**config.mk**
```make
export PLATFORM = sky130hd
export DESIGN_NAME = adc_config_register_bank
export DESIGN_NICKNAME = d
export VERILOG_FILES = /design/src/adc_cfg_pkg.sv /design/src/wave_ctrl_if.sv /design/src/waveform_channel.sv /design/src/adc_config_register_bank.sv
export SDC_FILE = /design/constraint.sdc
export NUM_CORES = 1
export LEC_CHECK = 0
export ABC_CLOCK_PERIOD_IN_PS = 2600
export CELL_PAD_IN_SITES_DETAIL_PLACEMENT = 0
export CELL_PAD_IN_SITES_GLOBAL_PLACEMENT = 1
export CORE_MARGIN = 2
export CORE_UTILIZATION = 48
export DETAILED_ROUTE_END_ITERATION = 10
export DONT_BUFFER_PORTS = 1
export PLACE_DENSITY_LB_ADDON = 0.12
export REMOVE_ABC_BUFFERS = 1
export SYNTH_ARGS = -nofsm -noshare
export SYNTH_HDL_FRONTEND = slang
export SYNTH_SLANG_ARGS = --single-unit
export TNS_END_PERCENT = 100
```
**constraint.sdc**
```tcl
create_clock -name ref_clk -period 2.6 [get_ports ref_clk]
set_clock_uncertainty 0.05 [all_clocks]
set_input_delay 0.26 -clock ref_clk [delete_from_list [all_inputs] [get_ports ref_clk]]
set_output_delay 0.26 -clock ref_clk [all_outputs]
set_load 0.02 [all_outputs]
```
**src/adc_cfg_pkg.sv**
```systemverilog
// Register map constants for the ADC configuration register bank.
package adc_cfg_pkg;
   // Register offsets.
   localparam logic [7:0] SOFT_RESET_ADDR = 8'h01;
   localparam logic [7:0] GENERAL_CFG_ADDR = 8'h02;
   localparam logic [7:0] FILTER_CFG_ADDR = 8'h03;
   localparam logic [7:0] ISO_ACCESS_ADDR = 8'h05;
   localparam logic [7:0] WAVE_BASE_ADDR = 8'h26;
   localparam logic [7:0] WAVE_LAST_ADDR = 8'h2E;
   localparam logic [7:0] SHORT_ADDR = 8'hCC;
   // Byte step between channel waveform groups.
   localparam logic [7:0] WAVE_STRIDE = 8'h03;
   // Values after reset.
   localparam logic [7:0] GENERAL_CFG_RESET = 8'h02;
   localparam logic [7:0] FILTER_CFG_RESET = 8'h00;
   localparam logic [7:0] ISO_ACCESS_RESET = 8'h00;
   localparam logic [7:0] SHORT_RESET = 8'h00;
   localparam logic [23:0] WAVE_RESET = 24'h000000;
   // Soft reset command byte.
   localparam logic [7:0] SOFT_RESET_CMD = 8'hD6;
   // Writable bit masks; other bits are reserved and read zero.
   localparam logic [7:0] GENERAL_CFG_MASK = 8'h0F;
   localparam logic [7:0] FILTER_CFG_MASK = 8'h7F;
   localparam logic [7:0] ISO_ACCESS_MASK = 8'h01;
   localparam logic [7:0] SHORT_MASK = 8'h01;
   // Field positions.
   localparam int MODE_LSB = 2;
   localparam int CRC_EN_BIT = 1;
   localparam int CLOCK_OUTPUT_ENABLE_BIT = 0;
   localparam int V2_INV_BIT = 6;
   localparam int V1_INV_BIT = 5;
   localparam int I_INV_BIT = 4;
   localparam int LOWPASS_BANDWIDTH_SELECT_BIT = 3;
   localparam int ISO_WR_BIT = 0;
   // Waveform debug modes.
   localparam logic [1:0] MODE_NORMAL = 2'h0;
   localparam logic [1:0] MODE_STATIC = 2'h1;
   localparam logic [1:0] MODE_COUNT = 2'h2;
   localparam logic [1:0] MODE_RESERVED = 2'h3;
   // Output sample rate codes: 32, 8, 4 and 2 kHz.
   localparam logic [1:0] RATE_32K = 2'h0;
   localparam logic [1:0] RATE_8K = 2'h1;
   localparam logic [1:0] RATE_4K = 2'h2;
   localparam logic [1:0] RATE_2K = 2'h3;
   localparam int NUM_CHANNELS = 3;
endpackage : adc_cfg_pkg

```
**src/wave_ctrl_if.sv**
```systemverilog
// Shared control bundle from the register bank to the waveform channels.
`timescale 1ns/100ps
`default_nettype none
interface wave_ctrl_if;
   logic [1:0] modeSel;
   logic sampleReady;
   logic writeAllowed;
   logic softReset;
   logic wrEn;
   logic [7:0] wrAddr;
   logic [7:0] wrData;
   modport bank (output modeSel, sampleReady, writeAllowed, softReset, wrEn, wrAddr, wrData);
   modport channel (input modeSel, sampleReady, writeAllowed, softReset, wrEn, wrAddr, wrData);
endinterface : wave_ctrl_if
`default_nettype wire

```
**src/waveform_channel.sv**
```systemverilog
// One 24-bit channel waveform register with normal, static and count modes.
`timescale 1ns/100ps
`default_nettype none
module waveform_channel #(
   parameter logic [7:0] BASE_ADDR = 8'h26
) (
   input wire logic ref_clk,
   input wire logic rst_b,
   wave_ctrl_if.channel ctrl,
   input wire logic [23:0] result,
   output logic [23:0] waveValue
);
   logic [23:0] valueReg;
   logic hitHi;
   logic hitMd;
   logic hitLo;
   logic wrHit;

   // Byte decode of this channel's three addresses, high byte first.
   assign hitHi = (ctrl.wrAddr == BASE_ADDR);
   assign hitMd = (ctrl.wrAddr == BASE_ADDR + 8'h01);
   assign hitLo = (ctrl.wrAddr == BASE_ADDR + 8'h02);
   assign wrHit = ctrl.wrEn && ctrl.writeAllowed && (hitHi || hitMd || hitLo);
   assign waveValue = valueReg;

   // A host write wins over a same-cycle sample update so debug values are never lost.
   always_ff @(posedge ref_clk or negedge rst_b)
   begin
      if (!rst_b)
         valueReg <= adc_cfg_pkg::WAVE_RESET;
      else if (ctrl.softReset)
         valueReg <= adc_cfg_pkg::WAVE_RESET;
      else if (wrHit)
      begin
         if (hitHi)
            valueReg[23:16] <= ctrl.wrData;
         if (hitMd)
            valueReg[15:8] <= ctrl.wrData;
         if (hitLo)
            valueReg[7:0] <= ctrl.wrData;
      end
      else
      begin
         case (ctrl.modeSel)
            adc_cfg_pkg::MODE_STATIC: valueReg <= valueReg; // Hold. [RULE3]
            adc_cfg_pkg::MODE_COUNT:
               if (ctrl.sampleReady)
                  valueReg <= valueReg + 24'h000001; // [RULE5]
            default:
               if (ctrl.sampleReady)
                  valueReg <= result; // Normal and reserved alike. [RULE2] [RULE6]
         endcase
      end
   end

   property p_normal_load;
      @(posedge ref_clk) disable iff (!rst_b)
      (ctrl.modeSel == adc_cfg_pkg::MODE_NORMAL && ctrl.sampleReady && !wrHit && !ctrl.softReset)
      |=> (valueReg == $past(result));
   endproperty
   a_normal_load: assert property (p_normal_load) else $error("Normal sample missed."); // [RULE2]

   property p_static_hold;
      @(posedge ref_clk) disable iff (!rst_b)
      (ctrl.modeSel == adc_cfg_pkg::MODE_STATIC && !wrHit && !ctrl.softReset)
      |=> $stable(valueReg);
   endproperty
   a_static_hold: assert property (p_static_hold) else $error("Static value moved."); // [RULE3]

   property p_count_step;
      @(posedge ref_clk) disable iff (!rst_b)
      (ctrl.modeSel == adc_cfg_pkg::MODE_COUNT && ctrl.sampleReady && !wrHit && !ctrl.softReset)
      |=> (valueReg == $past(valueReg) + 24'h000001);
   endproperty
   a_count_step: assert property (p_count_step) else $error("Count did not step."); // [RULE5]

   property p_reserved_load;
      @(posedge ref_clk) disable iff (!rst_b)
      (ctrl.modeSel == adc_cfg_pkg::MODE_RESERVED && ctrl.sampleReady && !wrHit && !ctrl.softReset)
      |=> (valueReg == $past(result));
   endproperty
   a_reserved_load: assert property (p_reserved_load) else $error("Code 11 not live."); // [RULE6]
endmodule : waveform_channel
`default_nettype wire

```
**src/adc_config_register_bank.sv**
```systemverilog
// Configuration register bank of a multi-channel sigma-delta ADC.
// Operation
// (RULE1) Command 0xD6 restores all register defaults.
// (RULE2) Debug mode 00: waveforms track conversion results.
// (RULE3) Debug mode 01: waveforms hold until written.
// (RULE4) Host selects count mode before static.
// (RULE5) Debug mode 10: writable, increment per sample.
// (RULE6) Debug code 11 behaves as normal.
// (RULE7) Config bit 1 enables write CRC, default on.
// (RULE8) Config bit 0 picks clock or ready pin.
// (RULE9) Filter bits 6..4 invert V2, V1, I.
// (RULE10) Filter bit 3 selects lowpass bandwidth.
// (RULE11) Path 000 sinc3 only; 001 adds lowpass.
// (RULE12) Register 0xCC shorts current channel inputs.
// (RULE13) Short writable only with isolated write enable.
// (RULE14) Path codes 010-111 compensation and rates.
// (RULE15) Reset command reads zero; other values ignored.
// (RULE16) Reserved bits read zero, ignore writes.
`timescale 1ns/100ps
`default_nettype none
module adc_config_register_bank (
   input wire logic ref_clk,
   input wire logic rst_b,
   input wire logic regWrite,
   input wire logic regRead,
   input wire logic [7:0] regAddr,
   input wire logic [7:0] regWdata,
   output logic [7:0] regRdata,
   output logic regRdValid,
   input wire logic sampleReadyPulse,
   input wire logic [23:0] currentResult,
   input wire logic [23:0] firstVoltageResult,
   input wire logic [23:0] secondVoltageResult,
   output logic [1:0] waveformDebugSelect,
   output logic crcCheckEnable,
   output logic clockOutputEnable,
   output logic clockOutputPin,
   output logic secondVoltageInvert,
   output logic firstVoltageInvert,
   output logic currentInvert,
   output logic lowpassBandwidthSelect,
   output logic [2:0] processingPathSelect,
   output logic lowpassEnable,
   output logic compensationEnable,
   output logic [1:0] sampleRateSelect,
   output logic isolatedWriteEnable,
   output logic currentInputShort
);
   logic [7:0] generalCfgReg, filterCfgReg, isoAccessReg, shortReg, rdataReg, rdataNext;
   logic writeUnlockReg, clkDivReg, pinReg, lowpassReg, compReg, rdValidReg, softResetHit;
   logic [1:0] rateReg, modeSel;
   logic [23:0] waveValue [adc_cfg_pkg::NUM_CHANNELS];
   logic [23:0] waveResult [adc_cfg_pkg::NUM_CHANNELS];
   wave_ctrl_if waveCtrl ();

   // Only the exact command byte resets; any other byte is dropped. [RULE1] [RULE15]
   assign softResetHit = regWrite && (regAddr == adc_cfg_pkg::SOFT_RESET_ADDR)
                         && (regWdata == adc_cfg_pkg::SOFT_RESET_CMD);
   assign modeSel = generalCfgReg[adc_cfg_pkg::MODE_LSB +: 2];

   // General config: debug mode, write CRC enable and clock output select.
   always_ff @(posedge ref_clk or negedge rst_b)
   begin
      if (!rst_b)
         generalCfgReg <= adc_cfg_pkg::GENERAL_CFG_RESET; // CRC check on. [RULE7]
      else if (softResetHit)
         generalCfgReg <= adc_cfg_pkg::GENERAL_CFG_RESET; // [RULE1]
      else if (regWrite && regAddr == adc_cfg_pkg::GENERAL_CFG_ADDR)
         generalCfgReg <= regWdata & adc_cfg_pkg::GENERAL_CFG_MASK; // [RULE16]
   end

   // Filter config: inversions, bandwidth and processing path.
   always_ff @(posedge ref_clk or negedge rst_b)
   begin
      if (!rst_b)
         filterCfgReg <= adc_cfg_pkg::FILTER_CFG_RESET;
      else if (softResetHit)
         filterCfgReg <= adc_cfg_pkg::FILTER_CFG_RESET; // [RULE1]
      else if (regWrite && regAddr == adc_cfg_pkg::FILTER_CFG_ADDR)
         filterCfgReg <= regWdata & adc_cfg_pkg::FILTER_CFG_MASK; // [RULE16]
   end

   // Isolated write enable guards the input short register.
   always_ff @(posedge ref_clk or negedge rst_b)
   begin
      if (!rst_b)
         isoAccessReg <= adc_cfg_pkg::ISO_ACCESS_RESET;
      else if (softResetHit)
         isoAccessReg <= adc_cfg_pkg::ISO_ACCESS_RESET; // [RULE1]
      else if (regWrite && regAddr == adc_cfg_pkg::ISO_ACCESS_ADDR)
         isoAccessReg <= regWdata & adc_cfg_pkg::ISO_ACCESS_MASK; // [RULE16]
   end

   // Writes without the enable are silently dropped to protect offset calibration.
   always_ff @(posedge ref_clk or negedge rst_b)
   begin
      if (!rst_b)
         shortReg <= adc_cfg_pkg::SHORT_RESET;
      else if (softResetHit)
         shortReg <= adc_cfg_pkg::SHORT_RESET; // [RULE1]
      else if (regWrite && regAddr == adc_cfg_pkg::SHORT_ADDR
               && isoAccessReg[adc_cfg_pkg::ISO_WR_BIT]) // [RULE13]
         shortReg <= regWdata & adc_cfg_pkg::SHORT_MASK; // [RULE12] [RULE16]
   end

   // Count mode unlocks waveform writes; static mode keeps the unlock, so a host
   // going straight from normal to static gets a frozen but unwritable value.
   always_ff @(posedge ref_clk or negedge rst_b)
   begin
      if (!rst_b)
         writeUnlockReg <= 1'b0;
      else if (softResetHit)
         writeUnlockReg <= 1'b0;
      else if (modeSel == adc_cfg_pkg::MODE_COUNT)
         writeUnlockReg <= 1'b1; // [RULE4] [RULE5]
      else if (modeSel != adc_cfg_pkg::MODE_STATIC)
         writeUnlockReg <= 1'b0;
   end

   // Control bundle for the waveform channels.
   assign waveCtrl.modeSel = modeSel;
   assign waveCtrl.sampleReady = sampleReadyPulse;
   assign waveCtrl.writeAllowed = (modeSel == adc_cfg_pkg::MODE_COUNT)
                                  || (modeSel == adc_cfg_pkg::MODE_STATIC && writeUnlockReg);
   assign waveCtrl.softReset = softResetHit;
   assign waveCtrl.wrEn = regWrite;
   assign waveCtrl.wrAddr = regAddr;
   assign waveCtrl.wrData = regWdata;
   assign waveResult = '{currentResult, firstVoltageResult, secondVoltageResult};

   // Current, first voltage and second voltage channels at consecutive groups.
   for (genvar ch = 0; ch < adc_cfg_pkg::NUM_CHANNELS; ch++)
   begin : gen_wave
      waveform_channel #(
         .BASE_ADDR(adc_cfg_pkg::WAVE_BASE_ADDR + adc_cfg_pkg::WAVE_STRIDE * 8'(ch))
      ) u_chan (
         .ref_clk(ref_clk),
         .rst_b(rst_b),
         .ctrl(waveCtrl.channel),
         .result(waveResult[ch]),
         .waveValue(waveValue[ch])
      );
   end

   // Clock for other devices is ref_clk halved; the pin is registered so it is glitch free.
   always_ff @(posedge ref_clk or negedge rst_b)
   begin
      if (!rst_b)
      begin
         clkDivReg <= 1'b0;
         pinReg <= 1'b1;
      end
      else
      begin
         clkDivReg <= ~clkDivReg;
         if (generalCfgReg[adc_cfg_pkg::CLOCK_OUTPUT_ENABLE_BIT])
            pinReg <= clkDivReg; // [RULE8]
         else
            pinReg <= ~sampleReadyPulse; // Active-low sample ready. [RULE8]
      end
   end

   // Path decode: compensation, lowpass and output rate.
   always_ff @(posedge ref_clk or negedge rst_b)
   begin
      if (!rst_b)
      begin
         lowpassReg <= 1'b0;
         compReg <= 1'b0;
         rateReg <= adc_cfg_pkg::RATE_32K;
      end
      else
      begin
         lowpassReg <= (filterCfgReg[2:0] != 3'h0); // [RULE11]
         compReg <= (filterCfgReg[2:0] == 3'h2) || (filterCfgReg[2:0] == 3'h4); // [RULE14]
         case (filterCfgReg[2:0])
            3'h3, 3'h4: rateReg <= adc_cfg_pkg::RATE_8K; // [RULE14]
            3'h5: rateReg <= adc_cfg_pkg::RATE_4K;
            3'h6, 3'h7: rateReg <= adc_cfg_pkg::RATE_2K;
            default: rateReg <= adc_cfg_pkg::RATE_32K; // [RULE11]
         endcase
      end
   end

   // Read mux; unmapped and write-only addresses return zero.
   always_comb
   begin
      rdataNext = 8'h00; // Reset command register reads zero. [RULE15]
      if (regAddr == adc_cfg_pkg::GENERAL_CFG_ADDR)
         rdataNext = generalCfgReg;
      else if (regAddr == adc_cfg_pkg::FILTER_CFG_ADDR)
         rdataNext = filterCfgReg;
      else if (regAddr == adc_cfg_pkg::ISO_ACCESS_ADDR)
         rdataNext = isoAccessReg;
      else if (regAddr == adc_cfg_pkg::SHORT_ADDR)
         rdataNext = shortReg;
      else if (regAddr >= adc_cfg_pkg::WAVE_BASE_ADDR && regAddr <= adc_cfg_pkg::WAVE_LAST_ADDR)
      begin
         for (int i = 0; i < adc_cfg_pkg::NUM_CHANNELS; i++)
         begin
            if (regAddr == adc_cfg_pkg::WAVE_BASE_ADDR + adc_cfg_pkg::WAVE_STRIDE * 8'(i))
               rdataNext = waveValue[i][23:16];
            else if (regAddr == adc_cfg_pkg::WAVE_BASE_ADDR + adc_cfg_pkg::WAVE_STRIDE * 8'(i)
                     + 8'h01)
               rdataNext = waveValue[i][15:8];
            else if (regAddr == adc_cfg_pkg::WAVE_BASE_ADDR + adc_cfg_pkg::WAVE_STRIDE * 8'(i)
                     + 8'h02)
               rdataNext = waveValue[i][7:0];
         end
      end
   end

   // Read data is captured one cycle after the strobe.
   always_ff @(posedge ref_clk or negedge rst_b)
   begin
      if (!rst_b)
      begin
         rdataReg <= 8'h00;
         rdValidReg <= 1'b0;
      end
      else
      begin
         rdValidReg <= regRead;
         if (regRead)
            rdataReg <= rdataNext;
      end
   end

   // Outputs straight from register bits.
   assign regRdata = rdataReg;
   assign regRdValid = rdValidReg;
   assign waveformDebugSelect = modeSel;
   assign crcCheckEnable = generalCfgReg[adc_cfg_pkg::CRC_EN_BIT]; // [RULE7]
   assign clockOutputEnable = generalCfgReg[adc_cfg_pkg::CLOCK_OUTPUT_ENABLE_BIT];
   assign clockOutputPin = pinReg;
   assign secondVoltageInvert = filterCfgReg[adc_cfg_pkg::V2_INV_BIT]; // [RULE9]
   assign firstVoltageInvert = filterCfgReg[adc_cfg_pkg::V1_INV_BIT]; // [RULE9]
   assign currentInvert = filterCfgReg[adc_cfg_pkg::I_INV_BIT]; // [RULE9]
   assign lowpassBandwidthSelect = filterCfgReg[adc_cfg_pkg::LOWPASS_BANDWIDTH_SELECT_BIT]; // 1: 2.7k. [RULE10]
   assign processingPathSelect = filterCfgReg[2:0];
   assign lowpassEnable = lowpassReg;
   assign compensationEnable = compReg;
   assign sampleRateSelect = rateReg;
   assign isolatedWriteEnable = isoAccessReg[adc_cfg_pkg::ISO_WR_BIT];
   assign currentInputShort = shortReg[0];

   property p_soft_reset;
      @(posedge ref_clk) disable iff (!rst_b)
      softResetHit |=> (generalCfgReg == adc_cfg_pkg::GENERAL_CFG_RESET && filterCfgReg == 8'h00
                        && shortReg == 8'h00 && isoAccessReg == 8'h00);
   endproperty
   a_soft_reset: assert property (p_soft_reset) else $error("Soft reset incomplete."); // [RULE1]

   property p_crc_default;
      @(posedge ref_clk) disable iff (!rst_b)
      softResetHit |=> crcCheckEnable;
   endproperty
   a_crc_default: assert property (p_crc_default) else $error("CRC off after reset."); // [RULE7]

   property p_ready_pin;
      @(posedge ref_clk) disable iff (!rst_b)
      !clockOutputEnable ##1 !clockOutputEnable |-> (clockOutputPin == !$past(sampleReadyPulse));
   endproperty
   a_ready_pin: assert property (p_ready_pin) else $error("Pin not the ready pulse."); // [RULE8]

   property p_short_lock;
      @(posedge ref_clk) disable iff (!rst_b)
      (regWrite && regAddr == adc_cfg_pkg::SHORT_ADDR && !isolatedWriteEnable && !softResetHit)
      |=> $stable(shortReg);
   endproperty
   a_short_lock: assert property (p_short_lock) else $error("Short written locked."); // [RULE13]

   property p_reset_cmd_zero;
      @(posedge ref_clk) disable iff (!rst_b)
      (regRead && regAddr == adc_cfg_pkg::SOFT_RESET_ADDR) |=> (regRdValid && regRdata == 8'h00);
   endproperty
   a_reset_cmd_zero: assert property (p_reset_cmd_zero) else $error("Bad read."); // [RULE15]

   property p_sinc_only;
      @(posedge ref_clk) disable iff (!rst_b)
      (processingPathSelect == 3'h0) ##1 (processingPathSelect == 3'h0)
      |-> (!lowpassEnable && sampleRateSelect == adc_cfg_pkg::RATE_32K);
   endproperty
   a_sinc_only: assert property (p_sinc_only) else $error("Sinc path has lowpass."); // [RULE11]

   property p_reserved_zero;
      @(posedge ref_clk) disable iff (!rst_b)
      (generalCfgReg[7:4] == 4'h0) && !filterCfgReg[7] && (shortReg[7:1] == 7'h00);
   endproperty
   a_reserved_zero: assert property (p_reserved_zero) else $error("Reserved bit set."); // [RULE16]

   property p_rate_8k;
      @(posedge ref_clk) disable iff (!rst_b)
      (processingPathSelect == 3'h4) ##1 (processingPathSelect == 3'h4)
      |-> (compensationEnable && lowpassEnable && sampleRateSelect == adc_cfg_pkg::RATE_8K);
   endproperty
   a_rate_8k: assert property (p_rate_8k) else $error("Path 100 decoded wrong."); // [RULE14]
endmodule : adc_config_register_bank
`default_nettype wire

```
Yosys cells after proc, flatten, opt, wreduce, memory -nomap -nowiden
Cells that the tools add are included.

operators by class
  order comparisons = 2
  muxes and demuxes = 51
  bitwise operators = 2
  equality and inequality tests = 36
  reduce and logical (&&, ||, !) cells = 41
  add/sub/neg operators = 3

operators with widths
  kind                     number
  $mux W24                 12
  $mux W8                  31
  $pmux W24 S2             3
  $add A24 B1 Y24 const B  3
  $eq A8 B6 Y1 const B     9
  $reduce_and A3 Y1        9
  $ne A3 B1 Y1 const B     6
  $ne A3 B2 Y1 const B     6
  $eq A8 B2 Y1 const B     2
  $eq A8 B8 Y1 const B     2
  $reduce_bool A3 Y1       5
  $logic_and A1 B1 Y1      13
  $eq A3 B3 Y1 const B     4
  $eq A8 B1 Y1 const B     1
  $eq A8 B3 Y1 const B     1
  $ge A8 B6 Y1 const B     1
  $le A8 B6 Y1 const B     1
  $logic_or A1 B1 Y1       8
  $reduce_bool A2 Y1       4
  $eq A3 B2 Y1 const B     2
  $pmux W2 S3              1
  $mux W1                  4
  $reduce_or A2 Y1         2
  $eq A2 B1 Y1 const B     1
  other kinds (3)          4

storage, ports and cells
  input bits = 93
  flip-flop bits (word level) = 120
  word-level logic and storage cells = 156

Longest topological paths before layout
  word-level depth = 15
  gate-level depth with buffers = 10

By module
Synthesis repeated with hierarchy kept, for this count alone.

unflattened totals
  cells, all modules = 1006
  area, all modules = 8444.3 um2

by module, submodules not included
  module                                 instances  area each (um2)  seq. area each (um2)  cells an instance
  adc_config_register_bank               1          2376.0           728.2                 263
  waveform_channel (gen_wave[2].u_chan)  1          2105.8           600.6                 244
  waveform_channel (gen_wave[1].u_chan)  1          2008.2           600.6                 253
  waveform_channel (gen_wave[0].u_chan)  1          1954.4           600.6                 246

Worst setup path before layout
No wires, ideal clock.

  path kind = reg2reg
  start point = register generalCfgReg[3]
  end point = register gen_wave[0].u_chan.valueReg[10]
  required time = 2429 ps
  setup time = 121 ps
  buffers on the path = 3
  slack = 253 ps
  arrival = 2176 ps
  cell stages (with the launch flop) = 10
  cells stage by stage = dfrtp_1 > nor2b_1 > clkbuf_1 > o211a_1 > buf_2 > and2_1 > buf_2 > a211oi_2 > nor2_1 > a22o_1

on the way
  word-level cells in the longest chain between the ends = 7
  elaborated cells on any way between the ends = 13

RTL lines
  element                                                                line                                                     RTL
  start, declared                                                        adc_config_register_bank.sv:49                           logic [7:0] generalCfgReg, filterCfgReg, isoAccessReg, shortReg, rdataReg, rdataNext;
  start signal, assigned                                                 adc_config_register_bank.sv:65                           generalCfgReg <= adc_cfg_pkg::GENERAL_CFG_RESET;
  start signal, assigned                                                 adc_config_register_bank.sv:67                           generalCfgReg <= adc_cfg_pkg::GENERAL_CFG_RESET;
  start signal, assigned                                                 adc_config_register_bank.sv:69                           generalCfgReg <= regWdata & adc_cfg_pkg::GENERAL_CFG_MASK;
  $eq A2 B1 Y1                                                           waveform_channel.sv:44, adc_config_register_bank.sv:124
  $logic_and A1 B1 Y1                                                    adc_config_register_bank.sv:124                          || (modeSel == adc_cfg_pkg::MODE_STATIC && writeUnlockReg);
  $logic_or A1 B1 Y1                                                     adc_config_register_bank.sv:124
  $logic_and A1 B1 Y1 (2 in series)                                      waveform_channel.sv:23                                   assign wrHit = ctrl.wrEn && ctrl.writeAllowed && (hitHi || hitMd || hitLo);
  $ne A3 B1 Y1 (no source line), or another cell as far along            --
  $reduce_and A3 Y1 (no source line) / $mux W24 (equally long branches)  --
  end signal, assigned                                                   waveform_channel.sv:30                                   valueReg <= adc_cfg_pkg::WAVE_RESET;
  end signal, assigned                                                   waveform_channel.sv:32                                   valueReg <= adc_cfg_pkg::WAVE_RESET;
  end signal, assigned                                                   waveform_channel.sv:38                                   valueReg[15:8] <= ctrl.wrData;
  end, declared                                                          waveform_channel.sv:13                                   logic [23:0] valueReg;

Several ways; a longest one is shown, not always the timed one.
A chain may end at the register's enable or synchronous reset.

Worst setup path after layout
  start point = register gen_wave[0].u_chan.valueReg[6]
  end point = register gen_wave[0].u_chan.valueReg[23]

on the way
  word-level cells in the longest chain between the ends = 5

RTL lines
  element                 line                    RTL
  start signal, assigned  waveform_channel.sv:30
  start signal, assigned  waveform_channel.sv:32
  start signal, assigned  waveform_channel.sv:40  valueReg[7:0] <= ctrl.wrData;
  $add A24 B1 Y24         waveform_channel.sv:48  valueReg <= valueReg + 24'h000001;
  $mux W24                waveform_channel.sv:47  if (ctrl.sampleReady)
  $pmux W24 S2            waveform_channel.sv:44  case (ctrl.modeSel)
  $mux W24                waveform_channel.sv:33  else if (wrHit)
  $mux W24                waveform_channel.sv:31  else if (ctrl.softReset)

Every way passes these cells. The select of a mux whose other input is x is not followed.

==> run_results.csv <==
group,metric,value,unit
setup_path,cp_top_family,"simple AND/OR/NAND/NOR gates",
die,core_region_area,15900,µm²
sta,hold_viol_final,101,
grt,antenna_found_initial,0,
synth,synthesis.area_per_instance,7.77,µm²
setup_path,ff2ff_path_depth,6,
setup_path,start_kind,"flop",
sta,worst_slew_pin_slew,0.915,ns
grt,grt_pass1_wl,50100,µm
sta,relSlewSlack,38.6,%
die,die_h,131,µm
cells_and_area,seqCellArea,2530,µm²
drt,drtIter0Drc,1104,
cells_and_area,nFillCells,1567,
sta,timing.final.crit_share,96.9,%
synth,synthMuxAreaShare,3.18,%
sta,worst_slack,0.0793,ns
placed_design,placed_cell_area,8280,µm²
synth,ys_dominant_reg_cell,"dfrtp_1",
drt,routedWlPerCell,26.3,µm
clock_network,clkSinkCount,101,
placed_design,gp_congestion,0.954,
grt,grt-ovfl-total,0,
setup_path,max_stage_delay,0.57,ns
setup_path,slowest_stage,"or4_1",
die,num_rows,46,
synth,synthXorXnorAreaFrac,3.60,%
synth,yosysTopAreaCell,"dfrtp_1",
setup_path,cp.arrival,2.76,ns
synth,netlist.area_leader.share,31.8,%
setup_path,crit_chain,"nand4_1, or4_1, or4_1, a311oi_1, a211oi_1, nor3_1",
sta,timing.hold.ws,-0.474,ns
clock_network,ctsHtreeMaxLevel,3,
pwr,irDropWorstVdd,0.000310,V
sta,rsz0062_at_grt,"no",
synth,ys_types,82,
clock_network,clock_latency,0.37,ns
synth,synthCells,1002,
clock_network,clock_path_buffers,2,
cells_and_area,final_nets,1104,
pwr,power,4040,µW
cells_and_area,area_delta_synth_final,11.3,%
sta,min_period,2.52,ns
setup_path,r2r_end,"gen_wave[0].u_chan.waveValue[23]",
placed_design,pre_cts_slack,0.126,ns
synth,synth_top_family_by_area,"compound AO/OA/AOI/OAI gates",
clock_network,holdBufCountCts,7,
synth,ys_seq_elements,101,
run_status,violations,"negative hold slack",
sta,fmax,0.397,GHz
synth,ys_seq_area_share,32.5,%
setup_path,required,2.84,ns
setup_path,crit_type,"reg -> reg",
synth,yosysWarnings,0,
placed_design,dp_hpwl,23100,µm
grt,grt_pass1_vias,8299,
cells_and_area,antennaDiodeCount,0,
grt,grt_max_degree,102,
clock_network,cts.clk_slew.worst_paths,0.08,ns
hold_path,min_path_type,"in -> async",
run_status,status,"finished with violations",
drt,via_per_inst,6.97,
pwr,power_density,466,nW/µm²
synth,ys_async_sr_fraction,100,%
setup_path,end_kind,"flop",
cells_and_area,drive_gt1_share,11.1,%
sta,slew_violations,0,
synth,synth_area_leaders,"dfrtp_1 (32%), nand2_1 (6.0%), o21ai_0 (4.8%), a21oi_1 (4.7%), nor2_1 (4.1%)",
cells_and_area,multiInputGateArea,4910,µm²
setup_path,critPathBufInv,0,
synth,synthAdderAreaFrac,0.482,%
drt,drc,0,
synth,synth_compound_area_share,30.6,%
drt,ant_nets,0,
sta,finalSetupViolations,0,
die,ios,120,
setup_path,reg2reg_setup_slack,0.08,ns
clock_network,cts_tree,"built",
synth,yosys.area_share.simple,24.9,%
clock_network,numCtsBuffers,9,
drt,firstDrtPassIters,6,
clock_network,cts_root_buffer,"clkbuf_16",
synth,synth-edff-count,0,
flow_run,max-cap-violations,0,
setup_path,crit_top_cell,"or4_1",
drt,routed-via-count,8569,
setup_path,r2r_start,"gen_wave[0].u_chan.waveValue[6]",
die,die_w,131,µm
die,die_area,17200,µm²
die,start_util,49.0,%
placed_design,portBuffers,0,
drt,wirelength,32300,µm
pwr,p_leak,0.00342,µW
grt,track_usage,37.2,%
setup_path,path_max_fanout,7,
cells_and_area,final_area,8660,µm²
synth,netlist_area,7780,µm²
## power breakdown
part / internal (µW) / switching [µW]
Sequential: 1700 / 216
Clock: 675 / 718
Combinational: 317 / 413
Total: 2690 / 1350
## repair_timing
| action | CTS | global route |
|---|---|---|
| resized for setup | 0 | 3 |
| setup endpoints to repair | 0 | 6 |
| hold endpoints to repair | 112 | 101 |
| buffers inserted | 0 | 0 |
## cell usage after synthesis, types with 6 or more instances
| cell type | number |
|---|---|
| nand2_1 | 125 |
| dfrtp_1 | 99 |
| nor2_1 | 86 |
| o21ai_0 | 75 |
| a21oi_1 | 73 |
| clkbuf_1 | 55 |
| nand3_1 | 53 |
| nor3_1 | 29 |
| o22ai_1 | 26 |
| a211oi_1 | 20 |
| xnor2_1 | 20 |
| a31oi_1 | 19 |
| mux2i_1 | 18 |
| nand4_1 | 18 |
| o31ai_1 | 18 |
| and4_1 | 15 |
| inv_1 | 14 |
| o211ai_1 | 13 |
| buf_2 | 12 |
| xor2_1 | 12 |
| and3_1 | 11 |
| a221o_1 | 9 |
| buf_1 | 9 |
| a21o_1 | 8 |
| a22o_1 | 8 |
| o21ai_1 | 8 |
| nand2b_1 | 7 |
| o2111ai_1 | 7 |
| or3_1 | 7 |
| mux2_2 | 6 |
| nor2b_1 | 6 |
| nor4_1 | 6 |
| o21a_1 | 6 |
| o22a_1 | 6 |
| o32ai_1 | 6 |
## through the flow
stage	util [%]	TNS, ns	std cells
finish	54.5	0	1229
detailed placement	52.1	0	1206
floorplan	-	-161.79	924
CTS	54.4	0	1229
global placement	52.1	0	1206
global route	54.5	0	1229
## flip-flops by register name, summed over array words and instances, names as in the netlist, 2 cells and up
register	flops
gen_wave.u_chan.waveValue	72
regRdata	8
filterCfgReg	7
generalCfgReg	4
sampleRateSelect	2
## cells by family (layout without fill, tap and decap cells)
kind of cell    after synthesis  after routing
flops                       101            101
compound gates              357            357
fa+ha+maj                     3              3
buf+inv                      92            103
simple gates                393            393
mux                          24             24
xor+xnor                     32             32
## worst max path at each step
stage                                         start                          endpoint  slack (ns)  cells after the start
detailed placement                       regAddr[4]   gen_wave[0].u_chan.waveValue[4]        0.13                      6
CTS                 gen_wave[0].u_chan.waveValue[4]  gen_wave[0].u_chan.waveValue[23]        0.12                      6
floorplan                          generalCfgReg[3]   gen_wave[2].u_chan.waveValue[7]       -2.62                      5
global placement    gen_wave[0].u_chan.waveValue[6]  gen_wave[0].u_chan.waveValue[23]        0.16                      6
finish              gen_wave[0].u_chan.waveValue[6]  gen_wave[0].u_chan.waveValue[23]        0.08                      6
global route                       generalCfgReg[3]   gen_wave[2].u_chan.waveValue[7]       0.008                      6
## final cells by class
class / count / area share (%)
clock buffer: 9 / 2.60
clock inverter: 7 / 0.766
inverter: 14 / 0.607
multi-input combinational: 809 / 56.7
sequential: 101 / 29.2
tap: 216 / 3.12
timing repair buffer: 73 / 6.96
## metal layers
metal	GRT usage (%)	part of all wire, %
met2	58.7	46
met4	16.4	4.2
met3	8.10	9.3
met5	0	0
met1	49.2	41
## cells in the final DEF (no fill, tap or decap), types with 9 or more instances in the layout
master       n
inv_1       14
buf_4       63
and4_1      15
nand2_1    125
a21oi_1     73
nand4_1     18
clkbuf_16    9
a211oi_1    20
mux2i_1     18
o21ai_0     75
nor2_1      86
a31oi_1     19
xnor2_1     20
nor3_1      27
nand3_1     52
a221o_1      9
and3_1      11
xor2_1      12
o22ai_1     26
dfrtp_1     99
o211ai_1    13
o31ai_1     18
No activity file was read; power rests on OpenSTA's default activity.
